$ cat src/design/gpio_port_pkg.sv
// constants, command codes and field layout for the five-pin gpio port
// assumes a packet framer outside that delivers parsed command bytes
package gpio_port_pkg;
  localparam int unsigned PIN_COUNT = 5;
  localparam int unsigned PIN_INDEX_W = 8;
  localparam logic [7:0] CMD_SET_PIN = 8'h22;
  localparam logic [7:0] CMD_READ_PIN = 8'h23;
  localparam logic [7:0] RESP_ACK_BIT = 8'h40;
  localparam logic [7:0] RESP_ERROR = 8'hc0;
  localparam logic [7:0] LEVEL_LOW = 8'h00;
  localparam logic [7:0] LEVEL_HIGH = 8'h64;
  localparam logic [7:0] CONFIG_MAX = 8'h0f;
  localparam logic [2:0] DRIVE_RESERVED = 3'h6;
  localparam logic [2:0] DRIVE_STRONG_UP_RES_DOWN = 3'h0;
  localparam logic [2:0] DRIVE_STRONG_BOTH = 3'h1;
  localparam logic [2:0] DRIVE_HIGH_IMPEDANCE = 3'h2;
  localparam logic [2:0] DRIVE_RES_UP_STRONG_DOWN = 3'h3;
  localparam logic [2:0] DRIVE_SLOW_UP_HIZ = 3'h4;
  localparam logic [2:0] DRIVE_SLOW_BOTH = 3'h5;
  localparam logic [2:0] DRIVE_HIZ_SLOW_DOWN = 3'h7;
  localparam int unsigned CFG_FUNC_BIT = 3;
  localparam int unsigned STATE_LEVEL_BIT = 0;
  localparam int unsigned STATE_FALL_BIT = 1;
  localparam int unsigned STATE_RISE_BIT = 2;
  localparam int unsigned SET_LEN_VALUE = 2;
  localparam int unsigned SET_LEN_CONFIG = 3;
  localparam int unsigned READ_LEN = 1;
  localparam int unsigned READ_RESP_LEN = 4;
  // timing
  localparam longint unsigned CLK_HZ = 125000000;
  localparam longint unsigned SAMPLE_HZ = 32;
  localparam longint unsigned PWM_HZ = 100;
  localparam int unsigned PWM_STEPS = 100;
  localparam int unsigned SAMPLE_CYCLES = int'(CLK_HZ / SAMPLE_HZ);
  localparam int unsigned PWM_STEP_CYCLES = int'(CLK_HZ / (PWM_HZ * PWM_STEPS));
  // power-up defaults: output low, alternate function, resistive pull down
  localparam logic [7:0] DEFAULT_LEVEL = 8'h00;
  localparam logic [7:0] DEFAULT_CONFIG = 8'h00;
endpackage

$ cat src/design/pulse_divider.sv
// free-running divider giving a one-cycle tick every period cycles
// assumes period is at least two
`timescale 1ns/100ps
module pulse_divider #(
  parameter int unsigned PERIOD = 10
) (
  input wire logic sys_clk,
  input wire logic rst,
  output logic tick
);
  logic [31:0] count_reg;
  logic [31:0] count_next;

  always_comb begin
    if (count_reg == 32'(PERIOD - 1)) begin
      count_next = 32'h0;
    end else begin
      count_next = count_reg + 32'h1;
    end
  end

  always_ff @(posedge sys_clk or posedge rst) begin
    if (rst) begin
      count_reg <= 32'h0;
    end else begin
      count_reg <= count_next;
    end
  end

  assign tick = (count_reg == 32'(PERIOD - 1));
endmodule // pulse_divider

$ cat src/design/pin_pwm.sv
// one pin's pwm generator: level 0 low, 1-99 duty, 100 high
// assumes step_tick pulses 100 times per pwm period
`timescale 1ns/100ps
module pin_pwm
  import gpio_port_pkg::*;
(
  input wire logic sys_clk,
  input wire logic rst,
  input wire logic step_tick,
  input wire logic [7:0] level,
  output logic pwm_out
);
  logic [6:0] phase_reg;
  logic [6:0] phase_next;
  logic pwm_reg;
  logic pwm_next;

  always_comb begin
    phase_next = phase_reg;
    if (step_tick) begin
      phase_next = (phase_reg == 7'(PWM_STEPS - 1)) ? 7'h0 : phase_reg + 7'h1;
    end
    pwm_next = ({1'b0, phase_reg} < level);
  end

  always_ff @(posedge sys_clk or posedge rst) begin
    if (rst) begin
      phase_reg <= 7'h0;
      pwm_reg <= 1'b0;
    end else begin
      phase_reg <= phase_next;
      pwm_reg <= pwm_next;
    end
  end

  assign pwm_out = pwm_reg;
endmodule // pin_pwm

$ cat src/design/gpio_pwm_port_control.sv
// five-pin gpio port: set/read commands, 100 Hz pwm, 32 Hz sampling
// assumes a framer delivers one parsed command per cmd_valid pulse
// Behaviour
// five pins at index 0-4; index 5 and above reach no pin
// set command 0x22 takes two bytes, or three to also configure
// level 0 low, 1-99 pwm duty, 100 high, 101-254 invalid
// duty levels produce a 100 Hz pwm waveform on the pin
// config byte valid 0-15; upper bits reserved, written zero
// three-bit driver_select chooses high and low driver behaviour
// driver_select 110 reserved; set carrying it gets error response
// function bit: clear gives alternate function, set gives user gpio
// read command 0x23 carries one byte, the pin index
// read answer: index, state byte, requested level, config byte
// every pin sampled at 32 Hz regardless of configuration
// rising and falling flags latch on sample change until read
// state byte: bit0 level, bit1 falling, bit2 rising, rest zero
// reported level is the actual sampled pin level
// only low-rate samples seen, so short glitches are ignored
// reserved config bits always read back as zero
// level, function and drive captured on save as power-up default; reset loads DEFAULT_LEVEL and DEFAULT_CONFIG, not the saved copies
// success answered with type equal to command type or 0x40
// reading a pin clears both its edge flags after reporting
// bad index, level or config rejected with error, pin unchanged
`timescale 1ns/100ps
module gpio_pwm_port_control
  import gpio_port_pkg::*;
#(
  parameter int unsigned PINS = PIN_COUNT,
  parameter int unsigned SAMPLE_PERIOD = SAMPLE_CYCLES,
  parameter int unsigned PWM_STEP_PERIOD = PWM_STEP_CYCLES
) (
  input wire logic sys_clk,
  input wire logic rst,
  input wire logic cmd_valid,
  input wire logic [7:0] cmd_type,
  input wire logic [1:0] cmd_length,
  input wire logic [7:0] cmd_data0,
  input wire logic [7:0] cmd_data1,
  input wire logic [7:0] cmd_data2,
  input wire logic save_defaults,
  output logic resp_valid,
  output logic [7:0] resp_type,
  output logic [2:0] resp_length,
  output logic [7:0] resp_data0,
  output logic [7:0] resp_data1,
  output logic [7:0] resp_data2,
  output logic [7:0] resp_data3,
  input wire logic [PINS-1:0] pin_in,
  output logic [PINS-1:0] pin_out,
  output logic [PINS-1:0] pin_oe,
  output logic [PINS-1:0] pin_pull_up,
  output logic [PINS-1:0] pin_pull_down,
  output logic [PINS-1:0] pin_slow,
  output logic [PINS-1:0] pin_user_owned
);
  import gpio_port_pkg::*;

  logic sample_tick;
  logic step_tick;
  logic [PINS-1:0] pwm_level;
  logic [7:0] level_reg [PINS];
  logic [7:0] level_next [PINS];
  logic [7:0] config_reg [PINS];
  logic [7:0] config_next [PINS];
  logic [7:0] saved_level_reg [PINS];
  logic [7:0] saved_config_reg [PINS];
  logic [PINS-1:0] sample_reg, sample_next;
  logic [PINS-1:0] rise_reg, rise_next;
  logic [PINS-1:0] fall_reg, fall_next;
  logic resp_valid_reg, resp_valid_next;
  logic [7:0] resp_type_reg, resp_type_next;
  logic [2:0] resp_length_reg, resp_length_next;
  logic [7:0] resp_d0_reg, resp_d0_next;
  logic [7:0] resp_d1_reg, resp_d1_next;
  logic [7:0] resp_d2_reg, resp_d2_next;
  logic [7:0] resp_d3_reg, resp_d3_next;
  logic index_ok;
  logic set_cmd, read_cmd, set_ok;
  logic [2:0] pin_sel;

  pulse_divider #(.PERIOD(SAMPLE_PERIOD)) sample_div (
    .sys_clk(sys_clk),
    .rst(rst),
    .tick(sample_tick)
  );

  pulse_divider #(.PERIOD(PWM_STEP_PERIOD)) step_div (
    .sys_clk(sys_clk),
    .rst(rst),
    .tick(step_tick)
  );

  assign index_ok = (cmd_data0 < 8'(PINS));
  assign pin_sel = cmd_data0[2:0];
  assign set_cmd = cmd_valid && (cmd_type == CMD_SET_PIN);
  assign read_cmd = cmd_valid && (cmd_type == CMD_READ_PIN) && (cmd_length == 2'(READ_LEN));
  // a set needs a good index, a level of 0-100, and a legal config when present
  assign set_ok = set_cmd && index_ok
    && ((cmd_length == 2'(SET_LEN_VALUE)) || (cmd_length == 2'(SET_LEN_CONFIG)))
    && (cmd_data1 <= LEVEL_HIGH)
    && ((cmd_length == 2'(SET_LEN_VALUE)) || ((cmd_data2 <= CONFIG_MAX)
        && (cmd_data2[2:0] != DRIVE_RESERVED)));

  genvar gi;
  generate
    for (gi = 0; gi < PINS; gi++) begin : g_pin
      logic [2:0] drv;
      logic want;

      pin_pwm pwm (
        .sys_clk(sys_clk),
        .rst(rst),
        .step_tick(step_tick),
        .level(level_reg[gi]),
        .pwm_out(pwm_level[gi])
      );

      always_comb begin
        level_next[gi] = level_reg[gi];
        config_next[gi] = config_reg[gi];
        if (set_ok && (pin_sel == 3'(gi))) begin
          level_next[gi] = cmd_data1;
          if (cmd_length == 2'(SET_LEN_CONFIG)) begin
            config_next[gi] = cmd_data2;
          end
        end
        sample_next[gi] = sample_tick ? pin_in[gi] : sample_reg[gi];
        rise_next[gi] = rise_reg[gi];
        fall_next[gi] = fall_reg[gi];
        if (read_cmd && index_ok && (pin_sel == 3'(gi))) begin
          rise_next[gi] = 1'b0;
          fall_next[gi] = 1'b0;
        end
        // an edge in the read cycle survives the clear
        if (sample_tick && (pin_in[gi] != sample_reg[gi])) begin
          rise_next[gi] = rise_next[gi] | pin_in[gi];
          fall_next[gi] = fall_next[gi] | ~pin_in[gi];
        end
      end

      always_ff @(posedge sys_clk or posedge rst) begin
        if (rst) begin
          level_reg[gi] <= DEFAULT_LEVEL;
          config_reg[gi] <= DEFAULT_CONFIG;
          saved_level_reg[gi] <= DEFAULT_LEVEL;
          saved_config_reg[gi] <= DEFAULT_CONFIG;
          sample_reg[gi] <= 1'b0;
          rise_reg[gi] <= 1'b0;
          fall_reg[gi] <= 1'b0;
        end else begin
          level_reg[gi] <= level_next[gi];
          config_reg[gi] <= config_next[gi];
          if (save_defaults) begin
            saved_level_reg[gi] <= level_reg[gi];
            saved_config_reg[gi] <= config_reg[gi];
          end
          sample_reg[gi] <= sample_next[gi];
          rise_reg[gi] <= rise_next[gi];
          fall_reg[gi] <= fall_next[gi];
        end
      end

      // driver decode for the wanted level
      assign drv = config_reg[gi][2:0];
      assign want = pwm_level[gi];
      always_comb begin
        pin_out[gi] = want;
        pin_oe[gi] = 1'b0;
        pin_pull_up[gi] = 1'b0;
        pin_pull_down[gi] = 1'b0;
        pin_slow[gi] = 1'b0;
        case (drv)
          DRIVE_STRONG_UP_RES_DOWN: begin
            pin_oe[gi] = want;
            pin_pull_down[gi] = ~want;
          end
          DRIVE_STRONG_BOTH: pin_oe[gi] = 1'b1;
          DRIVE_HIGH_IMPEDANCE: pin_oe[gi] = 1'b0;
          DRIVE_RES_UP_STRONG_DOWN: begin
            pin_oe[gi] = ~want;
            pin_pull_up[gi] = want;
          end
          DRIVE_SLOW_UP_HIZ: begin
            pin_oe[gi] = want;
            pin_slow[gi] = 1'b1;
          end
          DRIVE_SLOW_BOTH: begin
            pin_oe[gi] = 1'b1;
            pin_slow[gi] = 1'b1;
          end
          DRIVE_HIZ_SLOW_DOWN: begin
            pin_oe[gi] = ~want;
            pin_slow[gi] = 1'b1;
          end
          default: pin_oe[gi] = 1'b0;
        endcase
      end
      assign pin_user_owned[gi] = config_reg[gi][CFG_FUNC_BIT];
    end
  endgenerate

  always_comb begin
    resp_valid_next = 1'b0;
    resp_type_next = resp_type_reg;
    resp_length_next = resp_length_reg;
    resp_d0_next = resp_d0_reg;
    resp_d1_next = resp_d1_reg;
    resp_d2_next = resp_d2_reg;
    resp_d3_next = resp_d3_reg;
    if (set_cmd) begin
      resp_valid_next = 1'b1;
      resp_type_next = set_ok ? (CMD_SET_PIN | RESP_ACK_BIT) : RESP_ERROR;
      resp_length_next = 3'h0;
    end else if (cmd_valid && (cmd_type == CMD_READ_PIN)) begin
      resp_valid_next = 1'b1;
      if (read_cmd && index_ok) begin
        resp_type_next = CMD_READ_PIN | RESP_ACK_BIT;
        resp_length_next = 3'(READ_RESP_LEN);
        resp_d0_next = cmd_data0;
        resp_d1_next = 8'h0;
        resp_d1_next[STATE_LEVEL_BIT] = sample_reg[pin_sel];
        resp_d1_next[STATE_FALL_BIT] = fall_reg[pin_sel];
        resp_d1_next[STATE_RISE_BIT] = rise_reg[pin_sel];
        resp_d2_next = level_reg[pin_sel];
        resp_d3_next = config_reg[pin_sel] & CONFIG_MAX;
      end else begin
        resp_type_next = RESP_ERROR;
        resp_length_next = 3'h0;
      end
    end
  end

  always_ff @(posedge sys_clk or posedge rst) begin
    if (rst) begin
      resp_valid_reg <= 1'b0;
      resp_type_reg <= 8'h0;
      resp_length_reg <= 3'h0;
      resp_d0_reg <= 8'h0;
      resp_d1_reg <= 8'h0;
      resp_d2_reg <= 8'h0;
      resp_d3_reg <= 8'h0;
    end else begin
      resp_valid_reg <= resp_valid_next;
      resp_type_reg <= resp_type_next;
      resp_length_reg <= resp_length_next;
      resp_d0_reg <= resp_d0_next;
      resp_d1_reg <= resp_d1_next;
      resp_d2_reg <= resp_d2_next;
      resp_d3_reg <= resp_d3_next;
    end
  end

  assign resp_valid = resp_valid_reg;
  assign resp_type = resp_type_reg;
  assign resp_length = resp_length_reg;
  assign resp_data0 = resp_d0_reg;
  assign resp_data1 = resp_d1_reg;
  assign resp_data2 = resp_d2_reg;
  assign resp_data3 = resp_d3_reg;

  property p_bad_index_error;
    @(posedge sys_clk) disable iff (rst)
      (cmd_valid && (cmd_type == CMD_SET_PIN) && (cmd_data0 >= 8'(PINS)))
        |=> (resp_valid && (resp_type == RESP_ERROR));
  endproperty
  a_bad_index_error: assert property (p_bad_index_error) else $error("bad index not refused");

  property p_reserved_drive;
    @(posedge sys_clk) disable iff (rst)
      (set_cmd && (cmd_length == 2'(SET_LEN_CONFIG)) && (cmd_data2[2:0] == DRIVE_RESERVED))
        |=> (resp_type == RESP_ERROR);
  endproperty
  a_reserved_drive: assert property (p_reserved_drive) else $error("drive 110 accepted");

  property p_bad_level;
    @(posedge sys_clk) disable iff (rst)
      (set_cmd && (cmd_data1 > LEVEL_HIGH)) |=> (resp_type == RESP_ERROR);
  endproperty
  a_bad_level: assert property (p_bad_level) else $error("invalid level accepted");

  property p_set_ack;
    @(posedge sys_clk) disable iff (rst)
      set_ok |=> (resp_valid && (resp_type == 8'h62) && (resp_length == 3'h0));
  endproperty
  a_set_ack: assert property (p_set_ack) else $error("set not acknowledged");

  property p_read_ack;
    @(posedge sys_clk) disable iff (rst)
      (read_cmd && index_ok) |=> (resp_type == 8'h63 && resp_length == 3'h4
        && resp_data1[7:3] == 5'h0 && resp_data3[7:4] == 4'h0);
  endproperty
  a_read_ack: assert property (p_read_ack) else $error("read answer malformed");

  property p_read_clears;
    @(posedge sys_clk) disable iff (rst)
      (read_cmd && index_ok && !sample_tick) |=> (rise_reg[$past(pin_sel)] == 1'b0);
  endproperty
  a_read_clears: assert property (p_read_clears) else $error("edge flag not cleared");

  property p_sample_hold;
    @(posedge sys_clk) disable iff (rst)
      !sample_tick |=> $stable(sample_reg);
  endproperty
  a_sample_hold: assert property (p_sample_hold) else $error("sample moved off tick");

  property p_high_level;
    @(posedge sys_clk) disable iff (rst)
      (level_reg[0] == LEVEL_HIGH) [*3] |-> pwm_level[0];
  endproperty
  a_high_level: assert property (p_high_level) else $error("level 100 not high");

  property p_save_capture;
    @(posedge sys_clk) disable iff (rst)
      save_defaults |=> (saved_level_reg[0] == $past(level_reg[0])
        && saved_config_reg[0] == $past(config_reg[0]));
  endproperty
  a_save_capture: assert property (p_save_capture) else $error("defaults not captured");
endmodule // gpio_pwm_port_control

$ cat config.mk
export PLATFORM = sky130hd
export DESIGN_NAME = gpio_pwm_port_control
export DESIGN_NICKNAME = d
export VERILOG_FILES = /design/src/design/gpio_port_pkg.sv /design/src/design/pulse_divider.sv /design/src/design/pin_pwm.sv /design/src/design/gpio_pwm_port_control.sv
export SDC_FILE = /design/constraint.sdc
export NUM_CORES = 1
export LEC_CHECK = 0
export ABC_CLOCK_PERIOD_IN_PS = 10400
export BUFFER_PORTS_ARGS = -buffer_cell sky130_fd_sc_hd__clkbuf_2
export CORE_MARGIN = 2
export CORE_UTILIZATION = 35
export DETAILED_ROUTE_END_ITERATION = 8
export PLACE_DENSITY = 0.6
export SLEW_MARGIN = 10
export SYNTH_ARGS = -nofsm -noshare
export SYNTH_HDL_FRONTEND = slang
export SYNTH_SLANG_ARGS = --single-unit
export TNS_END_PERCENT = 20
$ cat constraint.sdc
create_clock -name sys_clk -period 10.4 [get_ports sys_clk]
set_clock_uncertainty 0.15 [all_clocks]
set_input_delay 1.56 -clock sys_clk [delete_from_list [all_inputs] [get_ports sys_clk]]
set_output_delay 1.56 -clock sys_clk [all_outputs]
set_load 0.01 [all_outputs]
==> impl_metrics.ini <==
[placement]
portBuffers = 101
dp_slack_ps = 5960
dp_hpwl_um = 16500
gp_congestion = 0.779
dp.cells = 1425

[layout]
final_cell_count_no_fill = 1466
largest_register_ffs = 40
drive_gt1_frac = 0.224
final_net_count = 1142
nFillCells = 2849
syn_to_final_growth_pct = 14.5

[clock_network]
cts_buffers = 24
holdBufCountCts = 0
cts_setup_buffers = 0
h-tree-depth = 1
clkTransAtPathRegs_ps = 60
insertion_delay_ps = 510
cts-root-buf = clkbuf_16
cts_tree = yes
cts_num_sinks = 207
max-clock-path-buffers = 3
cts_resized = 0

[sta]
max_clock_freq_mhz = 258
relSlewSlack = 0.285
fin_crit_ps = 3870
hold_viol = 0
grt_setup_unrepaired = no
post-route-period-util = 0.372
drv_slew = 0
fin_ws_ps = 6530
worstMarginPinSlew_ps = 1070
tns_ps = 0
hold_ws_ps = 324
finalSetupViolations = 0

[worst_setup_path]
crit_path_max_fanout = 23
start_kind = input pin
required_ps = 10630
worstPathArrival_ps = 4100
cpPeakStageDelay_ps = 780
critical_path_class = input pin to register
worstPathCellList = clkbuf_2 -> o21ai_0 -> nand3_1 -> nor4_4 -> nand4_2 -> mux2_2
worstSetupEndpointType = register
critical-path-top-delay-family = simple AND/OR/NAND/NOR gates
critPathBufInv = 1
cp_slowest_cell = nor4_4

[drt]
wl_per_cell_um = 15.8
vias = 7516
final_antenna_net_count = 0
drt_iter0_drc = 398
vias_per_cell = 5.13
routed_wl_um = 23200
first_pass_iters = 5
drc_errors = 0

[global_routing]
grt_pass1_wl_um = 39000
gr-total-overflow = 0
grt_pass1_vias = 7462
grt_start_max_net_pins = 143
antenna_found_initial = 1
grt_usage = 0.151

[logic_synthesis]
synthAdderAreaFrac = 0.0448
synth.top_cell.area_share = 0.488
synth_xor_area_frac = 0.0570
ys.flop_type = dfrtp_1
synth_simple_gate_area_frac = 0.183
synthMostInstantiatedCell = dfrtp_1
synth_common_cells = dfrtp_1 (207), nand2_1 (82), mux2_2 (66), nor2_1 (61)
synth_compound_area_frac = 0.0728
synth_warnings = 0
netlist_area_um2 = 10600
synth_cell_type_count = 62
syn-mean-instance-area_um2 = 10.9
synth-async-reset-ratio = 1.00
yosys_register_bits = 207
synth_top_cell_by_area = dfrtp_1
ys_seq_area_frac = 0.488
synthTopCellsByArea = dfrtp_1 (49%), mux2_2 (7.0%), ha_1 (4.5%), xnor2_1 (4.3%), mux4_2 (3.2%)
synth_top_family_by_area = simple AND/OR/NAND/NOR gates
muxShareOfSynthArea = 0.104
syn_inst = 970
synth_edf_count = 0

[worst_hold_path]
holdCritPathClass = register to register

[power]
p_leak_nw = 5.65
finalPower_mw = 1.69
p_per_area_nw_per_um2 = 139
max-vdd-ir-drop_uv = 98.8

[die]
std_cell_rows = 63
die_h_um = 178
core_area_um2 = 29700
floorplan.die_area_um2 = 31700
initial_utilization = 0.357
ios = 117
dieWidth_um = 178

[run_status]
status = finished clean

[flow_run]
max-cap-violations = 0
-- cell families (layout without fill, tap and decap cells) --
logic type,count (synthesis),count (layout)
xor gates and xnor gates,69,69
AOI/OAI and AO/OA,113,113
other,1,15
buffers and inverters,107,199
adders and majority gates,38,38
muxes,83,83
DFF,207,207
and+or+nand+nor,352,352
-- area by class of cell --
cell class	instances	area [um2]	area share
inverters	53	206	0.0170
clock inverters	9	101	0.00834
repair buffers	106	543	0.0447
flip-flops and latches	207	5180	0.426
clock buffers	31	678	0.0558
diodes	1	2.50	0.000206
multi-input cells	669	4950	0.407
well taps	390	488	0.0402
-- cells in the final DEF, fill, tap and decap left out, types with 14 or more instances in the layout --
cell type,n
dfrtp_1,207
clkbuf_2,101
nand2_1,82
mux2_2,66
nor2_1,61
xnor2_1,52
inv_1,51
nand3_1,42
ha_1,38
nand4_1,35
o21ai_0,35
clkbuf_16,25
nor4_1,24
nor3_1,18
xor2_1,17
mux4_2,15
a22oi_1,15
conb_1,14
-- layer usage --
layer,routed length (um),vias to the layer above,GRT usage
met5,0,-,0
met3,899,30,0.0209
met1,11100,3720,0.214
met4,416,0,0.0400
li1,-,3629,-
met2,10800,137,0.242
-- worst min-delay path: cells and delay by family, from the launching register on --
kind             cells  cell delay [ps]
and+or+nand+nor      2              100
DFF                  1              350
-- power by group --
group          leakage (nW)  internal, mW  total (mW)  switching, mW
Sequential             2.85         0.807       0.807       0.000511
Clock                 0.391         0.507       0.831          0.324
Combinational          2.40        0.0117      0.0482         0.0365
-- through the flow --
step                area (um2)  utilization
floorplan                10700            -
global placement         11400        0.382
detailed placement       11400        0.382
CTS                      12100        0.409
global route             12100        0.409
finish                   12100        0.409
-- worst paths after layout --
check                                      start                   endpoint  slack (ps)  depth (start not counted)
hold / removal                     resp_data0[1]              resp_data0[1]         320                          2
setup / recovery                    cmd_data0[0]              level_reg[10]        6530                          6
max in group asynchronous                    rst              level_reg[10]        7480                          3
min in group asynchronous                    rst  g_pin[2].pwm.phase_reg[3]        1150                          2
setup reg to reg           step_div.count_reg[0]  g_pin[1].pwm.phase_reg[2]        7260                          6
hold reg to reg                    resp_data0[1]              resp_data0[1]         320                          2
Note: power is estimated with default switching activity, not from simulation.
